$ cat src/rtl/shfla_defs.svh
// Constants for the sync header stream encoder with FEC parity.
// Assumes inclusion by bare name; holds definitions only.
`ifndef SHFLA_DEFS_SVH
`define SHFLA_DEFS_SVH

`define SHFLA_MODE_FEC 2'h2
`define SHFLA_BLK_BITS 64
`define SHFLA_BLKS_PER_MB 32
`define SHFLA_MB_BITS 2048
`define SHFLA_PAR_W 26
`define SHFLA_POLY 26'h022_0211
`define SHFLA_EOEMB_POS 22
`define SHFLA_PAR_HI_LAST 21
`define SHFLA_PAR_LO_FIRST 23
`define SHFLA_PILOT_FIRST 27
`define SHFLA_PILOT 5'h01
`define SHFLA_HDR_ONE 2'h1
`define SHFLA_HDR_ZERO 2'h2
`define SHFLA_LAST_BLK 5'h1F
`define SHFLA_PE_W 4

`endif

$ cat src/rtl/shfla_pkg.sv
// Types for the sync header stream encoder.
// Assumes shfla_defs.svh is reachable on the include path.
`include "shfla_defs.svh"

package shfla_pkg;
	typedef struct packed {
		logic [1:0] hdr;
		logic [`SHFLA_BLK_BITS-1:0] data;
	} shfla_blk_type;

	typedef enum logic [1:0] {
		SHFLA_OFF = 2'h0,
		SHFLA_START = 2'h1,
		SHFLA_RUN = 2'h3
	} shfla_state_type;
endpackage

$ cat src/rtl/shfla_parity_gen.sv
// Parity shift register for the (2074, 2048) shortened cyclic code.
// Assumes one 64-bit scrambled block per valid cycle, most significant bit first.
`timescale 1ns/1ps
`default_nettype none
`include "shfla_defs.svh"

module shfla_parity_gen #(
	parameter int DATA_W = `SHFLA_BLK_BITS
) (
	input wire logic clock,
	input wire logic rst,
	input wire logic valid,
	input wire logic restart,
	input wire logic [DATA_W-1:0] data,
	output logic [`SHFLA_PAR_W-1:0] parity_next
);
	logic [`SHFLA_PAR_W-1:0] state_q;
	logic [`SHFLA_PAR_W-1:0] state_d;

	function automatic logic [`SHFLA_PAR_W-1:0] shfla_step(input logic [`SHFLA_PAR_W-1:0] s_in,
			input logic [DATA_W-1:0] d);
		logic [`SHFLA_PAR_W-1:0] s;
		logic fb;
		s = s_in;
		fb = 1'b0;
		for (int i = DATA_W - 1; i >= 0; i--) begin
			fb = d[i] ^ s[`SHFLA_PAR_W-1];
			s = {s[`SHFLA_PAR_W-2:0], 1'b0} ^ (fb ? `SHFLA_POLY : '0);
		end
		return s;
	endfunction

	always_comb begin
		parity_next = shfla_step(restart ? '0 : state_q, data);
		state_d = valid ? parity_next : state_q;
	end

	always_ff @(posedge clock) begin
		if (rst) begin
			state_q <= '0;
		end else begin
			state_q <= state_d;
		end
	end
endmodule // shfla_parity_gen

`default_nettype wire

$ cat src/rtl/shfla_tx_link.sv
// Transmit sync header stream encoder: FEC parity, pilot, end flag, enable.
// Assumes scrambled blocks arrive one per valid cycle and sysref_pulse is one cycle.
`timescale 1ns/1ps
`default_nettype none
`include "shfla_defs.svh"

module shfla_tx_link #(
	parameter int EMB_W = 8,
	parameter int PE_W = `SHFLA_PE_W
) (
	input wire logic clock,
	input wire logic rst,
	input wire logic link_block_enable,
	input wire logic [1:0] sync_header_mode_select,
	input wire logic [PE_W-1:0] serializer_preemphasis_level,
	input wire logic [EMB_W-1:0] emb_multiblocks,
	input wire logic sysref_pulse,
	input wire logic blk_valid,
	input wire logic [`SHFLA_BLK_BITS-1:0] blk_data,
	output logic tx_valid,
	output shfla_pkg::shfla_blk_type tx_block,
	output logic [4:0] tx_block_index,
	output logic tx_emb_end,
	output logic lemc_edge,
	output logic fec_active,
	output logic [`SHFLA_PAR_W-1:0] parity_last,
	output logic serializer_power_down,
	output logic link_clock_enable,
	output logic [PE_W-1:0] preemph_drive
);
	shfla_pkg::shfla_state_type state_q;
	shfla_pkg::shfla_state_type state_d;
	logic [4:0] blk_cnt_q;
	logic [4:0] blk_cnt_d;
	logic [EMB_W-1:0] mb_cnt_q;
	logic [EMB_W-1:0] mb_cnt_d;
	logic [`SHFLA_PAR_W-1:0] hold_q;
	logic [`SHFLA_PAR_W-1:0] hold_d;
	logic [`SHFLA_PAR_W-1:0] par_next;
	logic tx_valid_d;
	shfla_pkg::shfla_blk_type tx_block_d;
	logic [4:0] tx_idx_d;
	logic tx_emb_end_d;
	logic lemc_edge_d;
	logic fec_d;
	logic pd_d;
	logic clk_en_d;
	logic [PE_W-1:0] pe_d;
	logic take;
	logic cur_idx_zero;
	logic [4:0] cur_idx;
	logic [EMB_W-1:0] cur_mb;
	logic last_mb;
	logic [31:0] stream;

	// Block counts restart from zero on the timing reference pulse
	always_comb begin
		state_d = state_q;
		case (state_q)
			shfla_pkg::SHFLA_OFF: state_d = shfla_pkg::SHFLA_START;
			shfla_pkg::SHFLA_START: if (sysref_pulse) state_d = shfla_pkg::SHFLA_RUN;
			shfla_pkg::SHFLA_RUN: state_d = shfla_pkg::SHFLA_RUN;
			default: state_d = shfla_pkg::SHFLA_OFF;
		endcase
		if (!link_block_enable) begin
			state_d = shfla_pkg::SHFLA_OFF;
		end
		take = link_block_enable && blk_valid && (state_q == shfla_pkg::SHFLA_RUN
			|| (state_q == shfla_pkg::SHFLA_START && sysref_pulse));
		cur_idx = sysref_pulse ? 5'h00 : blk_cnt_q;
		cur_mb = sysref_pulse ? '0 : mb_cnt_q;
		cur_idx_zero = cur_idx == 5'h00;
		last_mb = emb_multiblocks == '0 || cur_mb >= emb_multiblocks - EMB_W'(1);
		blk_cnt_d = blk_cnt_q;
		mb_cnt_d = mb_cnt_q;
		if (take) begin
			blk_cnt_d = cur_idx + 5'h01;
			mb_cnt_d = cur_mb;
			if (cur_idx == `SHFLA_LAST_BLK) begin
				mb_cnt_d = last_mb ? '0 : cur_mb + EMB_W'(1);
			end
		end else if (sysref_pulse) begin
			blk_cnt_d = 5'h00;
			mb_cnt_d = '0;
		end
		if (state_d == shfla_pkg::SHFLA_OFF) begin
			blk_cnt_d = 5'h00;
			mb_cnt_d = '0;
		end
	end

	shfla_parity_gen #(
		.DATA_W(`SHFLA_BLK_BITS)
	) u_parity (
		.clock(clock),
		.rst(rst || !link_block_enable),
		.valid(take),
		.restart(cur_idx_zero),
		.data(blk_data),
		.parity_next(par_next)
	);

	// Stream word for the multiblock now being sent
	always_comb begin
		fec_d = sync_header_mode_select == `SHFLA_MODE_FEC;
		stream = '0;
		for (int i = 0; i <= `SHFLA_PAR_HI_LAST; i++) begin
			stream[i] = fec_d & hold_q[`SHFLA_PAR_W-1-i];
		end
		stream[`SHFLA_EOEMB_POS] = last_mb;
		for (int i = 0; i < 4; i++) begin
			stream[`SHFLA_PAR_LO_FIRST+i] = fec_d & hold_q[3-i];
		end
		for (int i = 0; i < 5; i++) begin
			stream[`SHFLA_PILOT_FIRST+i] = 1'(`SHFLA_PILOT >> (4 - i));
		end
		hold_d = hold_q;
		if (take && cur_idx == `SHFLA_LAST_BLK) begin
			hold_d = par_next;
		end
		if (state_d == shfla_pkg::SHFLA_OFF) begin
			hold_d = '0;
		end
		tx_valid_d = take;
		tx_block_d.data = take ? blk_data : tx_block.data;
		tx_block_d.hdr = stream[cur_idx] ? `SHFLA_HDR_ONE : `SHFLA_HDR_ZERO;
		if (!take) begin
			tx_block_d.hdr = tx_block.hdr;
		end
		tx_idx_d = take ? cur_idx : tx_block_index;
		tx_emb_end_d = take ? last_mb : tx_emb_end;
		lemc_edge_d = take && cur_idx_zero && cur_mb == '0;
		pd_d = !link_block_enable;
		clk_en_d = link_block_enable;
		pe_d = serializer_preemphasis_level;
	end

	always_ff @(posedge clock) begin
		if (rst) begin
			state_q <= shfla_pkg::SHFLA_OFF;
			blk_cnt_q <= 5'h00;
			mb_cnt_q <= '0;
			hold_q <= '0;
			tx_valid <= 1'b0;
			tx_block <= '0;
			tx_block_index <= 5'h00;
			tx_emb_end <= 1'b0;
			lemc_edge <= 1'b0;
			fec_active <= 1'b0;
			serializer_power_down <= 1'b1;
			link_clock_enable <= 1'b0;
			preemph_drive <= '0;
		end else begin
			state_q <= state_d;
			blk_cnt_q <= blk_cnt_d;
			mb_cnt_q <= mb_cnt_d;
			hold_q <= hold_d;
			tx_valid <= tx_valid_d;
			tx_block <= tx_block_d;
			tx_block_index <= tx_idx_d;
			tx_emb_end <= tx_emb_end_d;
			lemc_edge <= lemc_edge_d;
			fec_active <= fec_d;
			serializer_power_down <= pd_d;
			link_clock_enable <= clk_en_d;
			preemph_drive <= pe_d;
		end
	end

	always_comb parity_last = hold_q;
endmodule // shfla_tx_link

`default_nettype wire

$ cat config.mk
export PLATFORM = sky130hd
export DESIGN_NAME = shfla_tx_link
export DESIGN_NICKNAME = d
export VERILOG_FILES = /design/src/rtl/shfla_pkg.sv /design/src/rtl/shfla_parity_gen.sv /design/src/rtl/shfla_tx_link.sv
export VERILOG_INCLUDE_DIRS = /design/src /design/src/rtl
export SDC_FILE = /design/constraint.sdc
export NUM_CORES = 1
export LEC_CHECK = 0
export ABC_AREA = 1
export BUFFER_PORTS_ARGS = -buffer_cell sky130_fd_sc_hd__buf_2
export CORE_MARGIN = 5
export CORE_UTILIZATION = 45
export DETAILED_ROUTE_END_ITERATION = 8
export MAX_ROUTING_LAYER = met4
export PLACE_DENSITY = 0.68
export SKIP_LAST_GASP = 1
export SYNTH_ARGS = -nofsm -noshare
export SYNTH_HDL_FRONTEND = slang
export SYNTH_SLANG_ARGS = --single-unit
$ cat constraint.sdc
create_clock -name clock -period 6.5 [get_ports clock]
set_input_delay 0.65 -clock clock [delete_from_list [all_inputs] [get_ports clock]]
set_output_delay 0.65 -clock clock [all_outputs]
set_load 0.05 [all_outputs]
==> results.json, run 1 <==
{
  "grt_overflow": 0,
  "arrival_ns": 6.08,
  "min-delay-path-class": "input port to register",
  "worst-setup-path-type": "register to register",
  "detail_route.vias_per_cell": 5.06,
  "clk_transition_reported_paths_ns": 0.06,
  "synth_area_mm2": 0.00930,
  "worstPathRequired_ns": 6.87,
  "synthesis.yosys.warnings": 0,
  "fmaxAchievable_mhz": 175,
  "rows": 52,
  "die_area_mm2": 0.0236,
  "clock-skew-final_ns": 0.00596,
  "post_route_cells_drive_above_1_share": 0.180,
  "clk_root_buffer_cell": "clkbuf_16",
  "synth_nets": 1502,
  "post-route-util": 0.546,
  "route.detailed.drc": 0,
  "grt_pass1_wl_mm": 47.1,
  "weighted_congestion_at_the_end_of_routability_driven_global_placement": 0.956,
  "vias": 9436,
  "netlist_instances": 1405,
  "final_hold_viol_count": 0,
  "design.final.nets": 1677,
  "synth.ff_latch_count": 148,
  "worst-slew-pin-transition_ns": 0.842,
  "period_minus_slack_ns": 5.70,
  "worst_path_fanout_max": 31,
  "place_hpwl_mm": 23.4,
  "peakVddDrop_uv": 508,
  "grt_util_all_layers": 0.256,
  "cts.repair.resized": 0,
  "max_stage_delay_ns": 0.46,
  "yosysSeqAreaShare": 0.319,
  "maximum_number_of_pins_on_one_net_before_global_route_repair": 90,
  "cp-start-kind": "register",
  "final_period_utilization": 0.878,
  "synth-edff-count": 0,
  "setup_viol": 0,
  "hold_ws_ns": 0.421,
  "dieHeight_um": 154,
  "timing.slew.headroom": 0.437,
  "setup_repair_after_global_routing_missed_its_margin": "no",
  "crit_path_top_delay_cell": "nand2_2",
  "floorplan.initialDensity": 0.458,
  "first_global_vias": 8774,
  "clock_sinks": 148,
  "placedInstanceArea_mm2": 0.0105,
  "layout-area-overhead-vs-synth_pct": 19.2,
  "end_kind": "register",
  "cts-htree-levels": 4,
  "dr_pass1_iterations": 6,
  "top_level_ports": 190,
  "cts.hold.buffers_added": 0,
  "cts_buffer_depth": 2,
  "num_antenna_cells": 0,
  "netlist-cell-type-count": 41,
  "antenna_found_initial": 0,
  "floorplan.die.width_um": 154,
  "synth_ff_type": "dfxtp_1",
  "final_area_mm2": 0.0111,
  "cap_viol_max_count": 0,
  "drtAntennaViolNets": 0,
  "power_per_cell_area_mw_per_mm2": 419,
  "post-cts-setup-buffers": 0,
  "numCtsBuffers": 17,
  "port_buffers": 189,
  "drtIter0Drc": 706,
  "cp_common_cell": "nand2_1",
  "ys_async_sr_fraction": 0,
  "clk_latency_ns": 0.43,
  "fin_tns_setup_ns": 0,
  "syn-mean-instance-area_um2": 6.62,
  "leakage_uw": 0.00598,
  "wl_mm": 30.0,
  "cts_tree": "built",
  "run_status": "complete, no violations",
  "timing.final.max_slew_violations": 0,
  "wl_per_cell_um": 16.1,
  "fp.coreArea_mm2": 0.0203
}
## sequential cells by signal (all words and copies together), names as in the netlist
signal and flops:
blk_cnt_q 5, state_q 2, mb_cnt_q 8, u_parity.state_q 26, tx_block_index 5, parity_last 26, tx_block 66, link_clock_enable 1
fec_active 1, serializer_power_down 1, tx_valid 1, preemph_drive 4, tx_emb_end 1, lemc_edge 1
## synthesized netlist by cell type, types with 8 or more instances
library cell	number	area, µm²
xor2_1	78	683
nor3_1	8	40.0
nand4_1	10	62.6
nand3b_1	12	90.1
o211ai_1	19	143
dfxtp_1	148	2960
clkbuf_1	38	143
inv_1	214	803
nand2_1	317	1190
nor2_1	113	424
xnor2_1	17	149
a21oi_1	85	425
nand3_1	130	651
nand2_2	19	119
xor2_2	13	211
o21ai_0	107	536
ha_1	14	175
## power breakdown
part	switching (µW)	internal (µW)
combinational	1900	832
sequential	7.12	922
clock	413	572
## kinds of logic (layout without fill, tap and decap cells)
group | Yosys count | after routing | share of synthesized area
and+or+nand+nor | 622 | 622 | 0.290
buffers and inverters | 267 | 455 | 0.110
AOI/OAI and AO/OA | 242 | 242 | 0.143
DFF | 148 | 148 | 0.319
xor gates and xnor gates | 112 | 112 | 0.119
adders and majority gates | 14 | 14 | 0.0188
## path summary, 6_finish.rpt
kind,startpoint,slack (ns),endpoint,depth (start not counted)
max,blk_cnt_q[0]$_SDFF_PP0_,0.80,parity_last[20]$_SDFFE_PP0P_,35
min,serializer_preemphasis_level[2],0.42,preemph_drive[2]$_SDFF_PP0_,3
max reg2reg,blk_cnt_q[0]$_SDFF_PP0_,0.80,parity_last[20]$_SDFFE_PP0P_,35
min reg2reg,tx_block[64]$_SDFFE_PP0P_,0.46,tx_block[64]$_SDFFE_PP0P_,2
## area by class of cell
cell class / instances / area, µm²
flip-flops and latches: 148 / 2960
fillers: 2003 / 9220
clock buffers: 23 / 488
repair buffers: 205 / 1070
inverters: 218 / 821
clock inverters: 9 / 92.6
multi-input cells: 990 / 5310
well taps: 270 / 338
## per-layer routing
metal	share of wire	wire, µm	GRT usage	vias up
met4	0.024	724	0.0757	0
met2	0.45	13400	0.394	334
met1	0.47	14100	0.351	4242
met3	0.061	1830	0.0393	50
met5	0	0	-	-
li1	-	-	-	4810
## critical path: cells and delay by family (launching register included)
family / cells / cell delay, ns
buf+inv: 7 / 0.76
flops: 1 / 0.44
simple gates: 19 / 2.39
fa+ha+maj: 1 / 0.19
xor+xnor: 6 / 1.71
compound gates: 2 / 0.15
## cells in the final DEF (no fill, tap or decap), types with 4 or more instances in the layout
| cell type | count |
|---|---|
| a21oi_1 | 85 |
| buf_2 | 189 |
| buf_4 | 16 |
| clkbuf_16 | 17 |
| clkbuf_8 | 4 |
| dfxtp_1 | 148 |
| ha_1 | 14 |
| inv_1 | 212 |
| inv_2 | 4 |
| nand2_1 | 317 |
| nand2_2 | 19 |
| nand2_4 | 4 |
| nand3_1 | 130 |
| nand3b_1 | 12 |
| nand4_1 | 10 |
| nor2_1 | 112 |
| nor3_1 | 8 |
| o211ai_1 | 19 |
| o21a_1 | 6 |
| o21ai_0 | 107 |
| o21ai_1 | 5 |
| o21bai_1 | 5 |
| xnor2_1 | 17 |
| xnor2_2 | 4 |
| xor2_1 | 78 |
| xor2_2 | 13 |
## per-stage QoR
| step | setup WS (ns) | std cells | total power (µW) |
|---|---|---|---|
| floorplan | 1.77 | 1405 | 2960 |
| global placement | 0.556 | 1831 | 3590 |
| detailed placement | 0.609 | 1831 | 3610 |
| CTS | 0.917 | 1863 | 4600 |
| global route | 0.0615 | 1863 | 4980 |
| finish | 0.796 | 1863 | 4640 |
Note: power is estimated with default switching activity, not from simulation.
==> inputs of run 2 (changes only) <==
Settings changed: REMOVE_ABC_BUFFERS from default to 1.
==> run 2 against run 1 <==
Global-route usage shrank 1.1 points. Die area stayed put. Register-to-register slack improved by 0.06 ns. Via count shrank 0.75%. Critical path depth increased by 9. Fmax grew 1.0%.
==> results.json, run 2 (synthesized netlist as in run 1, its figures left out) <==
{
  "run_status": "complete, no violations",
  "dieHeight_um": 154,
  "final_critical_path_setup_slack_ns": 0.852,
  "power_per_cell_area_mw_per_mm2": 410,
  "regMostFlops": "tx_block",
  "grt_overflow": 0,
  "worst_path_fanout_max": 25,
  "min-delay-path-class": "input port to register",
  "cp_common_cell": "nand2_1",
  "place.detailed.instances": 1829,
  "cts.hold.buffers_added": 0,
  "fin_tns_setup_ns": 0,
  "clk_transition_reported_paths_ns": 0.07,
  "clock-skew-final_ns": 0.0105,
  "worst-slew-pin-transition_ns": 0.671,
  "setup.worst_path.start": "blk_cnt_q[0]$_SDFF_PP0_",
  "port_buffers": 189,
  "critical_path.endpoint": "u_parity.state_q[17]$_SDFFE_PP0P_",
  "final_period_utilization": 0.869,
  "fmaxAchievable_mhz": 177,
  "top_level_ports": 190,
  "cap_viol_max_count": 0,
  "peakVddDrop_uv": 303,
  "grt_pass1_wl_mm": 45.6,
  "timing.slew.headroom": 0.552,
  "maximum_number_of_pins_on_one_net_before_global_route_repair": 102,
  "cts_buffer_depth": 2,
  "post-route-util": 0.548,
  "grt_util_all_layers": 0.246,
  "arrival_ns": 5.98,
  "regToRegSetupSlack_ns": 0.85,
  "end_kind": "register",
  "clk_root_buffer_cell": "clkbuf_16",
  "wl_per_cell_um": 15.5,
  "wl_mm": 28.8,
  "period_minus_slack_ns": 5.65,
  "dr_pass1_iterations": 8,
  "worstPathRequired_ns": 6.83,
  "reg2reg_depth": 44,
  "weighted_congestion_at_the_end_of_routability_driven_global_placement": 0.961,
  "max_stage_delay_ns": 0.42,
  "die_area_mm2": 0.0236,
  "crit_path_top_delay_cell": "dfxtp_1",
  "leading_cell_types_in_the_layout_fill_and_taps_excluded": "317 x nand2_1, 212 x inv_1, 189 x buf_2",
  "floorplan.die.width_um": 154,
  "layout-area-overhead-vs-synth_pct": 19.6,
  "seq_area_mm2": 0.00296,
  "critical_path.reg2reg.startpoint": "blk_cnt_q[0]$_SDFF_PP0_",
  "mostFrequentLayoutCell": "nand2_1",
  "multi_input_area_mm2": 0.00532,
  "vias": 9365,
  "setup_viol": 0,
  "design.final.nets": 1675,
  "numCtsBuffers": 17,
  "final_hold_viol_count": 0,
  "largest_reg_flops": 66,
  "n_fill_cell": 2089,
  "rr_endpoint": "u_parity.state_q[17]$_SDFFE_PP0P_",
  "setup_repair_after_global_routing_missed_its_margin": "no",
  "antenna_found_initial": 0,
  "worst-setup-path-type": "register to register",
  "final_cell_count_no_fill": 1861,
  "floorplan.initialDensity": 0.458,
  "fp.coreArea_mm2": 0.0203,
  "post_route_cells_drive_above_1_share": 0.181,
  "detail_route.vias_per_cell": 5.03,
  "timing.final.max_slew_violations": 0,
  "clock_sinks": 148,
  "cp-start-kind": "register",
  "num_antenna_cells": 0,
  "report.power.total_uw": 4560,
  "drtAntennaViolNets": 0,
  "first_global_vias": 8822,
  "clk_latency_ns": 0.43,
  "cts_tree": "built",
  "dp_slack_ns": 0.435,
  "leakage_uw": 0.00600,
  "rows": 52,
  "cts-htree-levels": 4,
  "route.detailed.drc": 0,
  "drtIter0Drc": 668,
  "place_hpwl_mm": 22.2
}
-- run 2: cell count changes in the layout (fill, tap and decap cells not counted), sizes merged --
cell	previous run	this run
clkbuf	23	17
bufinv	1	2
inv	220	226
buf	205	203
clkinv	3	4
clkinvlp	3	1
-- run 2: how the worst min path moves through the flow --
stage,startpoint,end,slack (ns),cells past startpoint
CTS,serializer_preemphasis_level[0],preemph_drive[0]$_SDFF_PP0_,0.40,3
finish,serializer_preemphasis_level[3],preemph_drive[3]$_SDFF_PP0_,0.42,3
floorplan,u_parity.state_q[9]$_SDFFE_PP0P_,u_parity.state_q[9]$_SDFFE_PP0P_,0.47,2
global route,serializer_preemphasis_level[3],preemph_drive[3]$_SDFF_PP0_,0.41,3
detailed placement,tx_block[64]$_SDFFE_PP0P_,tx_block[64]$_SDFFE_PP0P_,0.47,2
global placement,tx_block[64]$_SDFFE_PP0P_,tx_block[64]$_SDFFE_PP0P_,0.46,2
-- run 2: layout make-up --
type	instances	share of cell area
multi-input cells	990	0.479
clock buffers	17	0.0383
clock inverters	15	0.0169
flip-flops and latches	148	0.266
repair buffers	203	0.0956
inverters	218	0.0738
well taps	270	0.0304
-- run 2: metal layers --
| layer | global-route usage | routed length, µm | up-vias |
|---|---|---|---|
| met2 | 0.401 | 13400 | 302 |
| met3 | 0.0399 | 1680 | 36 |
| met4 | 0.0673 | 592 | 0 |
| met1 | 0.317 | 13100 | 4215 |
| li1 | - | - | 4812 |
| met5 | - | 0 | - |
-- run 2: critical path: cells and delay by family, from the launching register on --
family / cells / cell delay [ns]
AND/OR/NAND/NOR: 31 / 3.36
AO/OA/AOI/OAI: 1 / 0.04
adder cells (fa/ha/maj): 1 / 0.19
buffers and inverters: 9 / 0.87
XOR/XNOR: 2 / 0.60
flip-flops: 1 / 0.42
-- run 2: stage by stage --
stage          hold WS (ns)  instance area [µm²]
2_1_floorplan         0.468                 9090
3_3_place_gp          0.455                10500
3_5_place_dp          0.465                10500
4_1_cts               0.404                11100
5_1_grt               0.406                11100
6_report              0.417                11100
-- run 2: repair_timing --
| action | 4_1_cts | 5_1_grt |
|---|---|---|
| buffers inserted | 0 | 0 |
| gates resized for setup | 0 | 1 |
| setup endpoints to repair | 0 | 9 |
-- run 2: where the power goes --
part | internal [µW] | leakage, µW | switching, µW
clock | 585 | 0.000298 | 463
combinational | 803 | 0.00450 | 1780
sequential | 921 | 0.00120 | 6.53
total | 2310 | 0.00600 | 2250
